<file path="config.mk">
export PLATFORM = sky130hd
export DESIGN_NAME = alc_gain_controller
export DESIGN_NICKNAME = d
export VERILOG_FILES = /design/src/alc_pkg.sv /design/src/step_timer.sv /design/src/level_judge.sv /design/src/alc_gain_controller.sv
export SDC_FILE = /design/constraint.sdc
export NUM_CORES = 1
export LEC_CHECK = 0
export ABC_CLOCK_PERIOD_IN_PS = 4500
export BUFFER_PORTS_ARGS = -buffer_cell sky130_fd_sc_hd__clkbuf_2
export CAP_MARGIN = 20
export CORE_MARGIN = 5
export CORE_UTILIZATION = 59
export CTS_CLUSTER_DIAMETER = 100
export DETAILED_ROUTE_END_ITERATION = 10
export HOLD_SLACK_MARGIN = 0.08
export PLACE_DENSITY = 0.89
export SETUP_SLACK_MARGIN = 0.2
export SLEW_MARGIN = 20
export SYNTH_ARGS = -nofsm -noshare
export SYNTH_HDL_FRONTEND = slang
export SYNTH_HIERARCHICAL = 1
export SYNTH_SLANG_ARGS = --single-unit
</file>
<file path="constraint.sdc">
create_clock -name ref_clk -period 4.5 [get_ports ref_clk]
set_input_delay 0.45 -clock ref_clk [delete_from_list [all_inputs] [get_ports ref_clk]]
set_output_delay 0.45 -clock ref_clk [all_outputs]
set_load 0.01 [all_outputs]
</file>
<file path="src/alc_pkg.sv">
// constants, field layout, timing and state codes of the level control block
// What this block does
// RULE1: normal reduce interval 104us doubling per code
// RULE2: normal raise interval 410us doubling per code
// RULE3: limiter intervals 22.7us and 90.8us, doubling
// RULE4: limits bind gain only while control enabled
// RULE5: ceiling code 111 35.25dB, minus 6dB each
// RULE6: floor code 000 -12dB, plus 6dB each
// RULE7: limiter caps gain at its starting gain
// RULE8: out-of-range gain returns to range at once
// RULE9: software starts gain between floor and ceiling
// RULE10: normal mode waits hold time before raising
// RULE11: hold expired below target, start raising
// RULE12: signal above target abandons the hold
// RULE13: sample above 87.5% reduces at fastest rate
// RULE14: peak limiter active whenever control enabled
// RULE15: gate freezes gain when level below threshold
// RULE16: gate threshold -39dB falling 6dB per code
// RULE17: gate enable bit 3, resets to 0
// RULE18: gate acts only in normal mode
// RULE19: software unmutes amplifier before enabling control
// RULE20: disabled control keeps last gain until written
// RULE21: limiter never raises above starting gain
// RULE22: intervals count samples, codes above 1010 clip
package alc_pkg;

    // register offsets
    localparam logic [6:0] ADDR_LIMITS  = 7'h20;
    localparam logic [6:0] ADDR_HOLD    = 7'h21;
    localparam logic [6:0] ADDR_RATES   = 7'h22;
    localparam logic [6:0] ADDR_GATE    = 7'h23;
    localparam logic [6:0] ADDR_STATUS  = 7'h24;

    // field positions
    localparam int EN_BIT       = 8;
    localparam int CEIL_LSB     = 3;
    localparam int FLOOR_LSB    = 0;
    localparam int HOLD_LSB     = 4;
    localparam int MODE_BIT     = 8;
    localparam int RAISE_LSB    = 4;
    localparam int REDUCE_LSB   = 0;
    localparam int GATE_EN_BIT  = 3;
    localparam int THRESH_LSB   = 0;

    // reset values
    localparam logic       EN_RST      = 1'b0;
    localparam logic       MODE_RST    = 1'b0;
    localparam logic [2:0] CEIL_RST    = 3'h7;
    localparam logic [2:0] FLOOR_RST   = 3'h0;
    localparam logic [3:0] HOLD_RST    = 4'h0;
    localparam logic [3:0] REDUCE_RST  = 4'h2;
    localparam logic [3:0] RAISE_RST   = 4'h3;
    localparam logic       GATE_EN_RST = 1'b0;
    localparam logic [2:0] THRESH_RST  = 3'h0;
    localparam logic [5:0] GAIN_RST    = 6'h10;

    // gain index: 0.75dB per step, index 0 is -12dB, 8 steps per code
    localparam logic [2:0] CEIL_FILL   = 3'h7;
    localparam logic [3:0] CODE_MAX    = 4'hA;
    localparam logic [5:0] GAIN_TOP    = 6'h3F;

    // gate: level + gain + boost (0.75dB steps) above base + step * code
    localparam int GATE_BASE    = 68;
    localparam int GATE_STEP    = 8;
    localparam int PEAK_EIGHTHS = 7;

    // timing, counted in audio samples at the reference rate
    localparam int unsigned SAMPLE_PERIOD_NS = 22676;
    localparam int unsigned ATK_NORM_NS = 104000;
    localparam int unsigned DCY_NORM_NS = 410000;
    localparam int unsigned ATK_LIM_NS  = 22700;
    localparam int unsigned DCY_LIM_NS  = 90800;
    localparam int unsigned HOLD_NS     = 2670000;
    localparam int unsigned ATK_NORM_CNT =
        (ATK_NORM_NS + SAMPLE_PERIOD_NS - 1) / SAMPLE_PERIOD_NS;
    localparam int unsigned DCY_NORM_CNT =
        (DCY_NORM_NS + SAMPLE_PERIOD_NS - 1) / SAMPLE_PERIOD_NS;
    localparam int unsigned ATK_LIM_CNT =
        (ATK_LIM_NS + SAMPLE_PERIOD_NS - 1) / SAMPLE_PERIOD_NS;
    localparam int unsigned DCY_LIM_CNT =
        (DCY_LIM_NS + SAMPLE_PERIOD_NS - 1) / SAMPLE_PERIOD_NS;
    localparam int unsigned HOLD_CNT =
        (HOLD_NS + SAMPLE_PERIOD_NS - 1) / SAMPLE_PERIOD_NS;

    typedef enum logic [2:0] {
        ST_OFF   = 3'b001,
        ST_HOLD  = 3'b010,
        ST_TRACK = 3'b100
    } alc_state_t;

endpackage : alc_pkg

</file>
<file path="src/step_timer.sv">
// sample-counting interval timer, one pulse per elapsed interval
`timescale 1ns/100ps
module step_timer #(
    parameter int CNT_W = 16
) (
    input  wire logic             ref_clk,
    input  wire logic             rst_b,
    input  wire logic             run,
    input  wire logic             tick,
    input  wire logic [CNT_W-1:0] limit,
    output logic                  done_q
);

    logic [CNT_W-1:0] cnt_q;

    // count sample ticks while running, restart whenever stopped
    always_ff @(posedge ref_clk)
    begin
        if (!rst_b || !run)
        begin
            cnt_q  <= '0;
            done_q <= 1'b0;
        end
        else if (tick)
        begin
            if ({1'b0, cnt_q} + 1'b1 >= {1'b0, limit})
            begin
                cnt_q  <= '0;
                done_q <= 1'b1;
            end
            else
            begin
                cnt_q  <= cnt_q + 1'b1;
                done_q <= 1'b0;
            end
        end
        else
        begin
            done_q <= 1'b0;
        end
    end

endmodule : step_timer

</file>
<file path="src/level_judge.sv">
// peak detector and quiet gate comparator on the record samples
`timescale 1ns/100ps
module level_judge
    import alc_pkg::*;
#(
    parameter int ADC_W = 16
) (
    input  wire logic             ref_clk,
    input  wire logic             rst_b,
    input  wire logic [ADC_W-1:0] adc_mag,
    input  wire logic [7:0]       level_steps,
    input  wire logic [5:0]       gain,
    input  wire logic [5:0]       boost_steps,
    input  wire logic [2:0]       thresh,
    output logic                  peak_q,
    output logic                  quiet_q
);

    localparam logic [ADC_W-1:0] PEAK_LIM = ADC_W'(PEAK_EIGHTHS) << (ADC_W - 3);

    logic [9:0] sum;
    logic [9:0] gate_lim;

    // level below threshold referred to the input pins
    assign sum      = 10'(level_steps) + 10'(gain) + 10'(boost_steps);
    assign gate_lim = 10'(GATE_BASE) + 10'(GATE_STEP) * 10'(thresh); // RULE16

    // registered judgements
    always_ff @(posedge ref_clk)
    begin
        if (!rst_b)
        begin
            peak_q  <= 1'b0;
            quiet_q <= 1'b0;
        end
        else
        begin
            peak_q  <= adc_mag > PEAK_LIM; // RULE13
            quiet_q <= sum > gate_lim;     // RULE15
        end
    end

endmodule : level_judge

</file>
<file path="src/alc_gain_controller.sv">
// automatic level control of the record amplifier gain
`timescale 1ns/100ps
module alc_gain_controller
    import alc_pkg::*;
#(
    parameter int ADC_W = 16,
    parameter int CNT_W = 16
) (
    input  wire logic             ref_clk,
    input  wire logic             rst_b,
    input  wire logic             reg_we,
    input  wire logic [6:0]       reg_addr,
    input  wire logic [8:0]       reg_wdata,
    output logic      [8:0]       reg_rdata_q,
    input  wire logic             vol_we,
    input  wire logic [5:0]       vol_gain,
    input  wire logic             sample_tick,
    input  wire logic             above_target,
    input  wire logic [ADC_W-1:0] adc_mag,
    input  wire logic [7:0]       level_steps,
    input  wire logic [5:0]       boost_steps,
    output logic      [5:0]       amp_gain_q
);

    // configuration
    logic       en_q;
    logic       mode_q;
    logic [2:0] ceil_code_q;
    logic [2:0] floor_code_q;
    logic [3:0] hold_code_q;
    logic [3:0] atk_q;
    logic [3:0] dcy_q;
    logic       gate_en_q;
    logic [2:0] thresh_q;

    // control state
    alc_state_t state_q;
    logic       above_prev_q;
    logic       mode_prev_q;
    logic [5:0] start_q;
    logic [5:0] gain_d;

    // derived
    logic             run;
    logic             capture;
    logic [5:0]       start_live;
    logic [5:0]       ceil_idx;
    logic [5:0]       floor_idx;
    logic [5:0]       ceil_eff;
    logic             peak;
    logic             quiet;
    logic             gated;
    logic             red_run;
    logic             rse_run;
    logic             red_done;
    logic             rse_done;
    logic             hold_done;
    logic [CNT_W-1:0] red_lim;
    logic [CNT_W-1:0] rse_lim;
    logic [CNT_W-1:0] hold_lim;
    logic [3:0]       hold_c;

    // interval for a rate code, doubling per code, clipped at the top code
    function automatic logic [CNT_W-1:0] step_len(input int unsigned base,
                                                  input logic [3:0] code);
        logic [3:0] c;
        c = (code > CODE_MAX) ? CODE_MAX : code; // RULE22
        step_len = CNT_W'(base << c);
    endfunction : step_len

    // register writes
    always_ff @(posedge ref_clk)
    begin
        if (!rst_b)
        begin
            en_q         <= EN_RST;
            mode_q       <= MODE_RST;
            ceil_code_q  <= CEIL_RST;
            floor_code_q <= FLOOR_RST;
            hold_code_q  <= HOLD_RST;
            atk_q        <= REDUCE_RST;
            dcy_q        <= RAISE_RST;
            gate_en_q    <= GATE_EN_RST; // RULE17
            thresh_q     <= THRESH_RST;
        end
        else if (reg_we)
        begin
            unique case (reg_addr)
                ADDR_LIMITS:
                begin
                    en_q         <= reg_wdata[EN_BIT];
                    ceil_code_q  <= reg_wdata[CEIL_LSB +: 3];
                    floor_code_q <= reg_wdata[FLOOR_LSB +: 3];
                end
                ADDR_HOLD:  hold_code_q <= reg_wdata[HOLD_LSB +: 4];
                ADDR_RATES:
                begin
                    mode_q <= reg_wdata[MODE_BIT];
                    dcy_q  <= reg_wdata[RAISE_LSB +: 4];
                    atk_q  <= reg_wdata[REDUCE_LSB +: 4];
                end
                ADDR_GATE:
                begin
                    gate_en_q <= reg_wdata[GATE_EN_BIT]; // RULE17
                    thresh_q  <= reg_wdata[THRESH_LSB +: 3];
                end
                default: ;
            endcase
        end
    end

    // registered readback, unmapped and reserved bits read zero
    always_ff @(posedge ref_clk)
    begin
        if (!rst_b)
            reg_rdata_q <= 9'h000;
        else
        begin
            reg_rdata_q <= 9'h000;
            unique case (reg_addr)
                ADDR_LIMITS: reg_rdata_q <= {en_q, 2'h0, ceil_code_q, floor_code_q};
                ADDR_HOLD:   reg_rdata_q <= {1'b0, hold_code_q, 4'h0};
                ADDR_RATES:  reg_rdata_q <= {mode_q, dcy_q, atk_q};
                ADDR_GATE:   reg_rdata_q <= {5'h00, gate_en_q, thresh_q};
                ADDR_STATUS: reg_rdata_q <= {(state_q == ST_HOLD), gated, 1'b0, amp_gain_q};
                default:     reg_rdata_q <= 9'h000;
            endcase
        end
    end

    // peak and quiet detection
    level_judge #(
        .ADC_W (ADC_W)
    ) u_judge (
        .ref_clk     (ref_clk),
        .rst_b       (rst_b),
        .adc_mag     (adc_mag),
        .level_steps (level_steps),
        .gain        (amp_gain_q),
        .boost_steps (boost_steps),
        .thresh      (thresh_q),
        .peak_q      (peak),
        .quiet_q     (quiet)
    );

    // gain limits as gain indices
    assign ceil_idx  = {ceil_code_q, CEIL_FILL};  // RULE5
    assign floor_idx = {floor_code_q, 3'h0};      // RULE6

    // limiter start gain, taken at enable or at switchover
    assign run        = (state_q != ST_OFF);
    assign capture    = mode_q && ((!run && en_q) || (run && !mode_prev_q)); // RULE21
    assign start_live = capture ? amp_gain_q : start_q;
    assign ceil_eff   = (mode_q && start_live < ceil_idx) ? start_live : ceil_idx; // RULE7

    // gate acts in normal mode only
    assign gated = run && !mode_q && gate_en_q && quiet; // RULE15 RULE18

    // reduce on peak or above target, peak limiter always on while running
    assign red_run = run && (peak || above_target); // RULE14
    assign rse_run = run && (state_q == ST_TRACK) && !peak && !above_target && !gated;

    // step intervals per mode and code
    always_comb
    begin
        if (peak)
            red_lim = step_len(mode_q ? ATK_LIM_CNT : ATK_NORM_CNT, 4'h0); // RULE13
        else if (mode_q)
            red_lim = step_len(ATK_LIM_CNT, atk_q);  // RULE3
        else
            red_lim = step_len(ATK_NORM_CNT, atk_q); // RULE1
        rse_lim = mode_q ? step_len(DCY_LIM_CNT, dcy_q)   // RULE3
                         : step_len(DCY_NORM_CNT, dcy_q); // RULE2
    end

    // hold time: code 0 has none, code n is base doubled n-1 times
    assign hold_c   = (hold_code_q > CODE_MAX) ? CODE_MAX : hold_code_q; // RULE22
    assign hold_lim = CNT_W'(HOLD_CNT << (hold_c - 4'h1)); // RULE10

    step_timer #(.CNT_W(CNT_W)) u_reduce (
        .ref_clk (ref_clk),
        .rst_b   (rst_b),
        .run     (red_run),
        .tick    (sample_tick),
        .limit   (red_lim),
        .done_q  (red_done)
    );

    step_timer #(.CNT_W(CNT_W)) u_raise (
        .ref_clk (ref_clk),
        .rst_b   (rst_b),
        .run     (rse_run),
        .tick    (sample_tick),
        .limit   (rse_lim),
        .done_q  (rse_done)
    );

    step_timer #(.CNT_W(CNT_W)) u_hold (
        .ref_clk (ref_clk),
        .rst_b   (rst_b),
        .run     (state_q == ST_HOLD),
        .tick    (sample_tick),
        .limit   (hold_lim),
        .done_q  (hold_done)
    );

    // control state machine
    always_ff @(posedge ref_clk)
    begin
        if (!rst_b)
            state_q <= ST_OFF;
        else
        begin
            unique case (state_q)
                ST_OFF:
                    if (en_q)
                        state_q <= ST_TRACK;
                ST_TRACK:
                    if (!en_q)
                        state_q <= ST_OFF;
                    else if (!mode_q && hold_c != 4'h0 && above_prev_q && !above_target)
                        state_q <= ST_HOLD; // RULE10
                ST_HOLD:
                    if (!en_q)
                        state_q <= ST_OFF;
                    else if (mode_q || above_target)
                        state_q <= ST_TRACK; // RULE12
                    else if (hold_done)
                        state_q <= ST_TRACK; // RULE11
                default:
                    state_q <= ST_OFF;
            endcase
        end
    end

    // history flags and limiter start gain
    always_ff @(posedge ref_clk)
    begin
        if (!rst_b)
        begin
            above_prev_q <= 1'b0;
            mode_prev_q  <= MODE_RST;
            start_q      <= GAIN_RST;
        end
        else
        begin
            above_prev_q <= above_target || peak;
            mode_prev_q  <= mode_q;
            start_q      <= start_live; // RULE21
        end
    end

    // next gain: one step per interval, then clamp into range
    always_comb
    begin
        gain_d = amp_gain_q;
        if (red_done && amp_gain_q != 6'h00)
            gain_d = amp_gain_q - 6'h01;
        else if (rse_done && rse_run && amp_gain_q != GAIN_TOP)
            gain_d = amp_gain_q + 6'h01;
        if (gain_d < floor_idx)
            gain_d = floor_idx; // RULE8
        if (gain_d > ceil_eff)
            gain_d = ceil_eff;  // RULE8
    end

    // amplifier gain register: volume writes only while control is off
    always_ff @(posedge ref_clk)
    begin
        if (!rst_b)
            amp_gain_q <= GAIN_RST;
        else if (run)
            amp_gain_q <= gain_d; // RULE4
        else if (vol_we)
            amp_gain_q <= vol_gain; // RULE20
    end
endmodule : alc_gain_controller

</file>
==> results.tsv <==
metric	value	unit
hp-class	input pin to flop	
tritoncts	built	
multi_input_area	6165	um^2
yosysUniqueCellTypes	78	
critPathBufInv	2	
ant_nets	0	
drt-pass1-iter-count	6	
place_inst	1389	
rows	44	
worst_setup_path_start_kind	flop	
routedWlPerCell	15.96	um
ys_seq_area_share	23.59	%
worst_slew_pin_slew	1.188	ns
initial_core_util	60.13	%
grt_max_degree	35	
synth_top_area_cell	dfxtp_1	
critical_path.most_common_cell	ha_2	
p_leak	3.848	nW
p_seq_share	45.5	%
fin_worst_skew	0.007294	ns
crit_family	simple AND/OR/NAND/NOR gates	
ir_drop	0.1668	mV
clockBufferDepth	2	
place_ws	0.1560	ns
post_drt_via_cell_ratio	6.187	
vias	8717	
r2r-start	amp_gain_q[1]$_SDFFE_PN0P_	
synth_warnings	6	
hold_start	reg_wdata[2]	
period_minus_slack	4.262	ns
drc	0	
postLayoutCellArea	9719	um^2
place_area	9278	um^2
criticalPathCategory	flop to flop	
holdPathStages	3	
end_kind	flop	
worstPathRequired	4.78	ns
synthCells	1159	
clock_tree.root_cell	clkbuf_16	
p_comb_share	14.5	%
rsz0062_at_grt	yes	
clockPowerShare	40.0	%
track_usage	24.70	%
grt_pass1_vias	8151	
layout_common_cells	132 x nand2_1, 96 x nand3_1, 95 x dfxtp_1	
clkLatencyLatePin	0.36	ns
setup_violations	0	
clkSinkCount	103	
powerDensity	209.2	nW/um^2
hpwl	16520	um
synth_edf_count	0	
slew_headroom	20.65	%
grt_pass1_wl	37170	um
fin_ws	0.2382	ns
seqCellArea	2072	um^2
cp.arrival	4.54	ns
worstSetupStartpoint	amp_gain_q[1]$_SDFFE_PN0P_	
synthTopCellsByArea	dfxtp_1 24%, ha_1 12%, nand2_1 5.6%	
diodes	0	
finalSetupTns	0	ns
clk_transition_reported_paths	0.07	ns
hold_viol	0	
drtIter0Drc	640	
place_congestion	0.9449	
swShare	26.36	%
layout_commonest_cell	nand2_1	
io_buffers	72	
coreArea	14530	um^2
syn_area	8740	um^2
reg2reg_slack	0.24	ns
ys_ff_latch	103	
area_delta_synth_final	11.21	%
drive_above_1_share	13.96	%
ys.flop_type	dfxtp_1	
switchingPower	535.9	uW
antenna_found_initial	0	
io_pins	73	
reg2reg_depth	19	
slew_violations	0	
cp_slowest_cell	or4b_4	
crit_path_max_incr_delay	0.50	ns
path_max_fanout	5	
maxCapViolCount	0	
grt_overflow_total	0	
utilization	66.87	%
status	finished, final reports clean	
netlist.area_leader.share	23.59	%
instances_no_fill	1409	
fmax	0.2346	GHz
fin_crit_sh	94.71	%
synth.avg_cell_area	7.541	um^2
fill_cells	1142	
wirelength	22490	um
cp_cell_sequence	inv_2, ha_2, or4b_4, o21ai_4, a41oi_2, o31ai_2, ha_2, nand2_1, and3_1, o2111ai_1, and4_4, mux2i_2, inv_1, ha_4, nand3_2, o211ai_1, nand2_2, or2_1, a31oi_1	
cts_buffers	9	
cell_internal_pwr	1.497	mW
die_x	131.7	um
ys_async_sr_fraction	0	%
dieHeight	131.7	um
die-area	17350	um^2
htreeDepth	3	
layout.nets	1373	
cp.depth	19	
==> cell type report <==
cell class | count | share of cell area [%]
multi-input combinational | 910 | 63.43
sequential | 103 | 21.32
timing repair buffer | 103 | 6.141
inverter | 94 | 3.630
clock buffer | 10 | 2.459
tap | 184 | 2.369
clock inverter | 5 | 0.6565
==> layer usage <==
layer,wire (um),track usage (%)
met5,0,0
met4,673,10.06
met3,1674,5.199
met2,10750,41.96
met1,9391,30.46
==> sequential cells by signal (all words and copies together), names as in the netlist, 3 cells and up <==
signal and cells:
thresh_q 3, hold_code_q 4, reg_rdata_q 9, u_hold/cnt_q 16, atk_q 4, u_reduce/cnt_q 16, dcy_q 4, floor_code_q 3
u_raise/cnt_q 16, start_q 6, amp_gain_q 6, state_q 3, ceil_code_q 3
==> what timing repair did <==
item	in CTS	in global routing
endpoints found under the setup margin	1	29
setup buffers	0	4
pin swaps	0	9
hold buffers	0	0
gates resized for setup	1	31
cloned	0	1
==> through the flow <==
step	total power, mW	hold WS, ns
finish	2.033	0.3694
global placement	1.209	0.4350
CTS	2.021	0.3601
detailed placement	1.219	0.4477
global route	2.119	0.3783
floorplan	1.134	0.4062
==> worst min-delay path, cell delays in order <==
cell	delay, ns
clkbuf_2	0.10
nand3_1	0.06
a21boi_0	0.07
==> power by group through the flow <==
stage | combinational [mW] | sequential (mW) | clock, mW
CTS | 0.276 | 0.923 | 0.821
global placement | 0.265 | 0.945 | 0
detailed placement | 0.274 | 0.945 | 0
finish | 0.296 | 0.925 | 0.812
global route | 0.327 | 0.925 | 0.867
floorplan | 0.188 | 0.946 | 0
==> synth_stat cells, types with 20 or more instances <==
cell	n
a21boi_0	20
a21oi_1	81
clkbuf_1	41
dfxtp_1	103
ha_1	87
inv_1	94
nand2_1	131
nand2b_1	23
nand3_1	98
nand4_1	31
nor2_1	69
nor2b_1	24
nor3_1	34
o21ai_0	38
xnor2_1	35
==> kinds of logic after synthesis <==
group / count (synthesis) / share of synthesized area (%)
adder cells (fa/ha/maj): 94 / 14.06
other: 1 / 0.04291
XOR/XNOR: 50 / 5.011
multiplexers: 16 / 1.904
AND/OR/NAND/NOR: 502 / 29.52
buffers and inverters: 149 / 7.044
AO/OA/AOI/OAI: 244 / 18.83
flip-flops: 103 / 23.59
==> worst paths after layout <==
kind / endpoint
min: thresh_q[2]$_SDFFE_PN0P_
max: amp_gain_q[2]$_SDFFE_PN0P_
max reg2reg: amp_gain_q[2]$_SDFFE_PN0P_
min reg2reg: state_q[0]$_SDFFE_PN1P_
No activity file was read; power rests on OpenSTA's default activity.
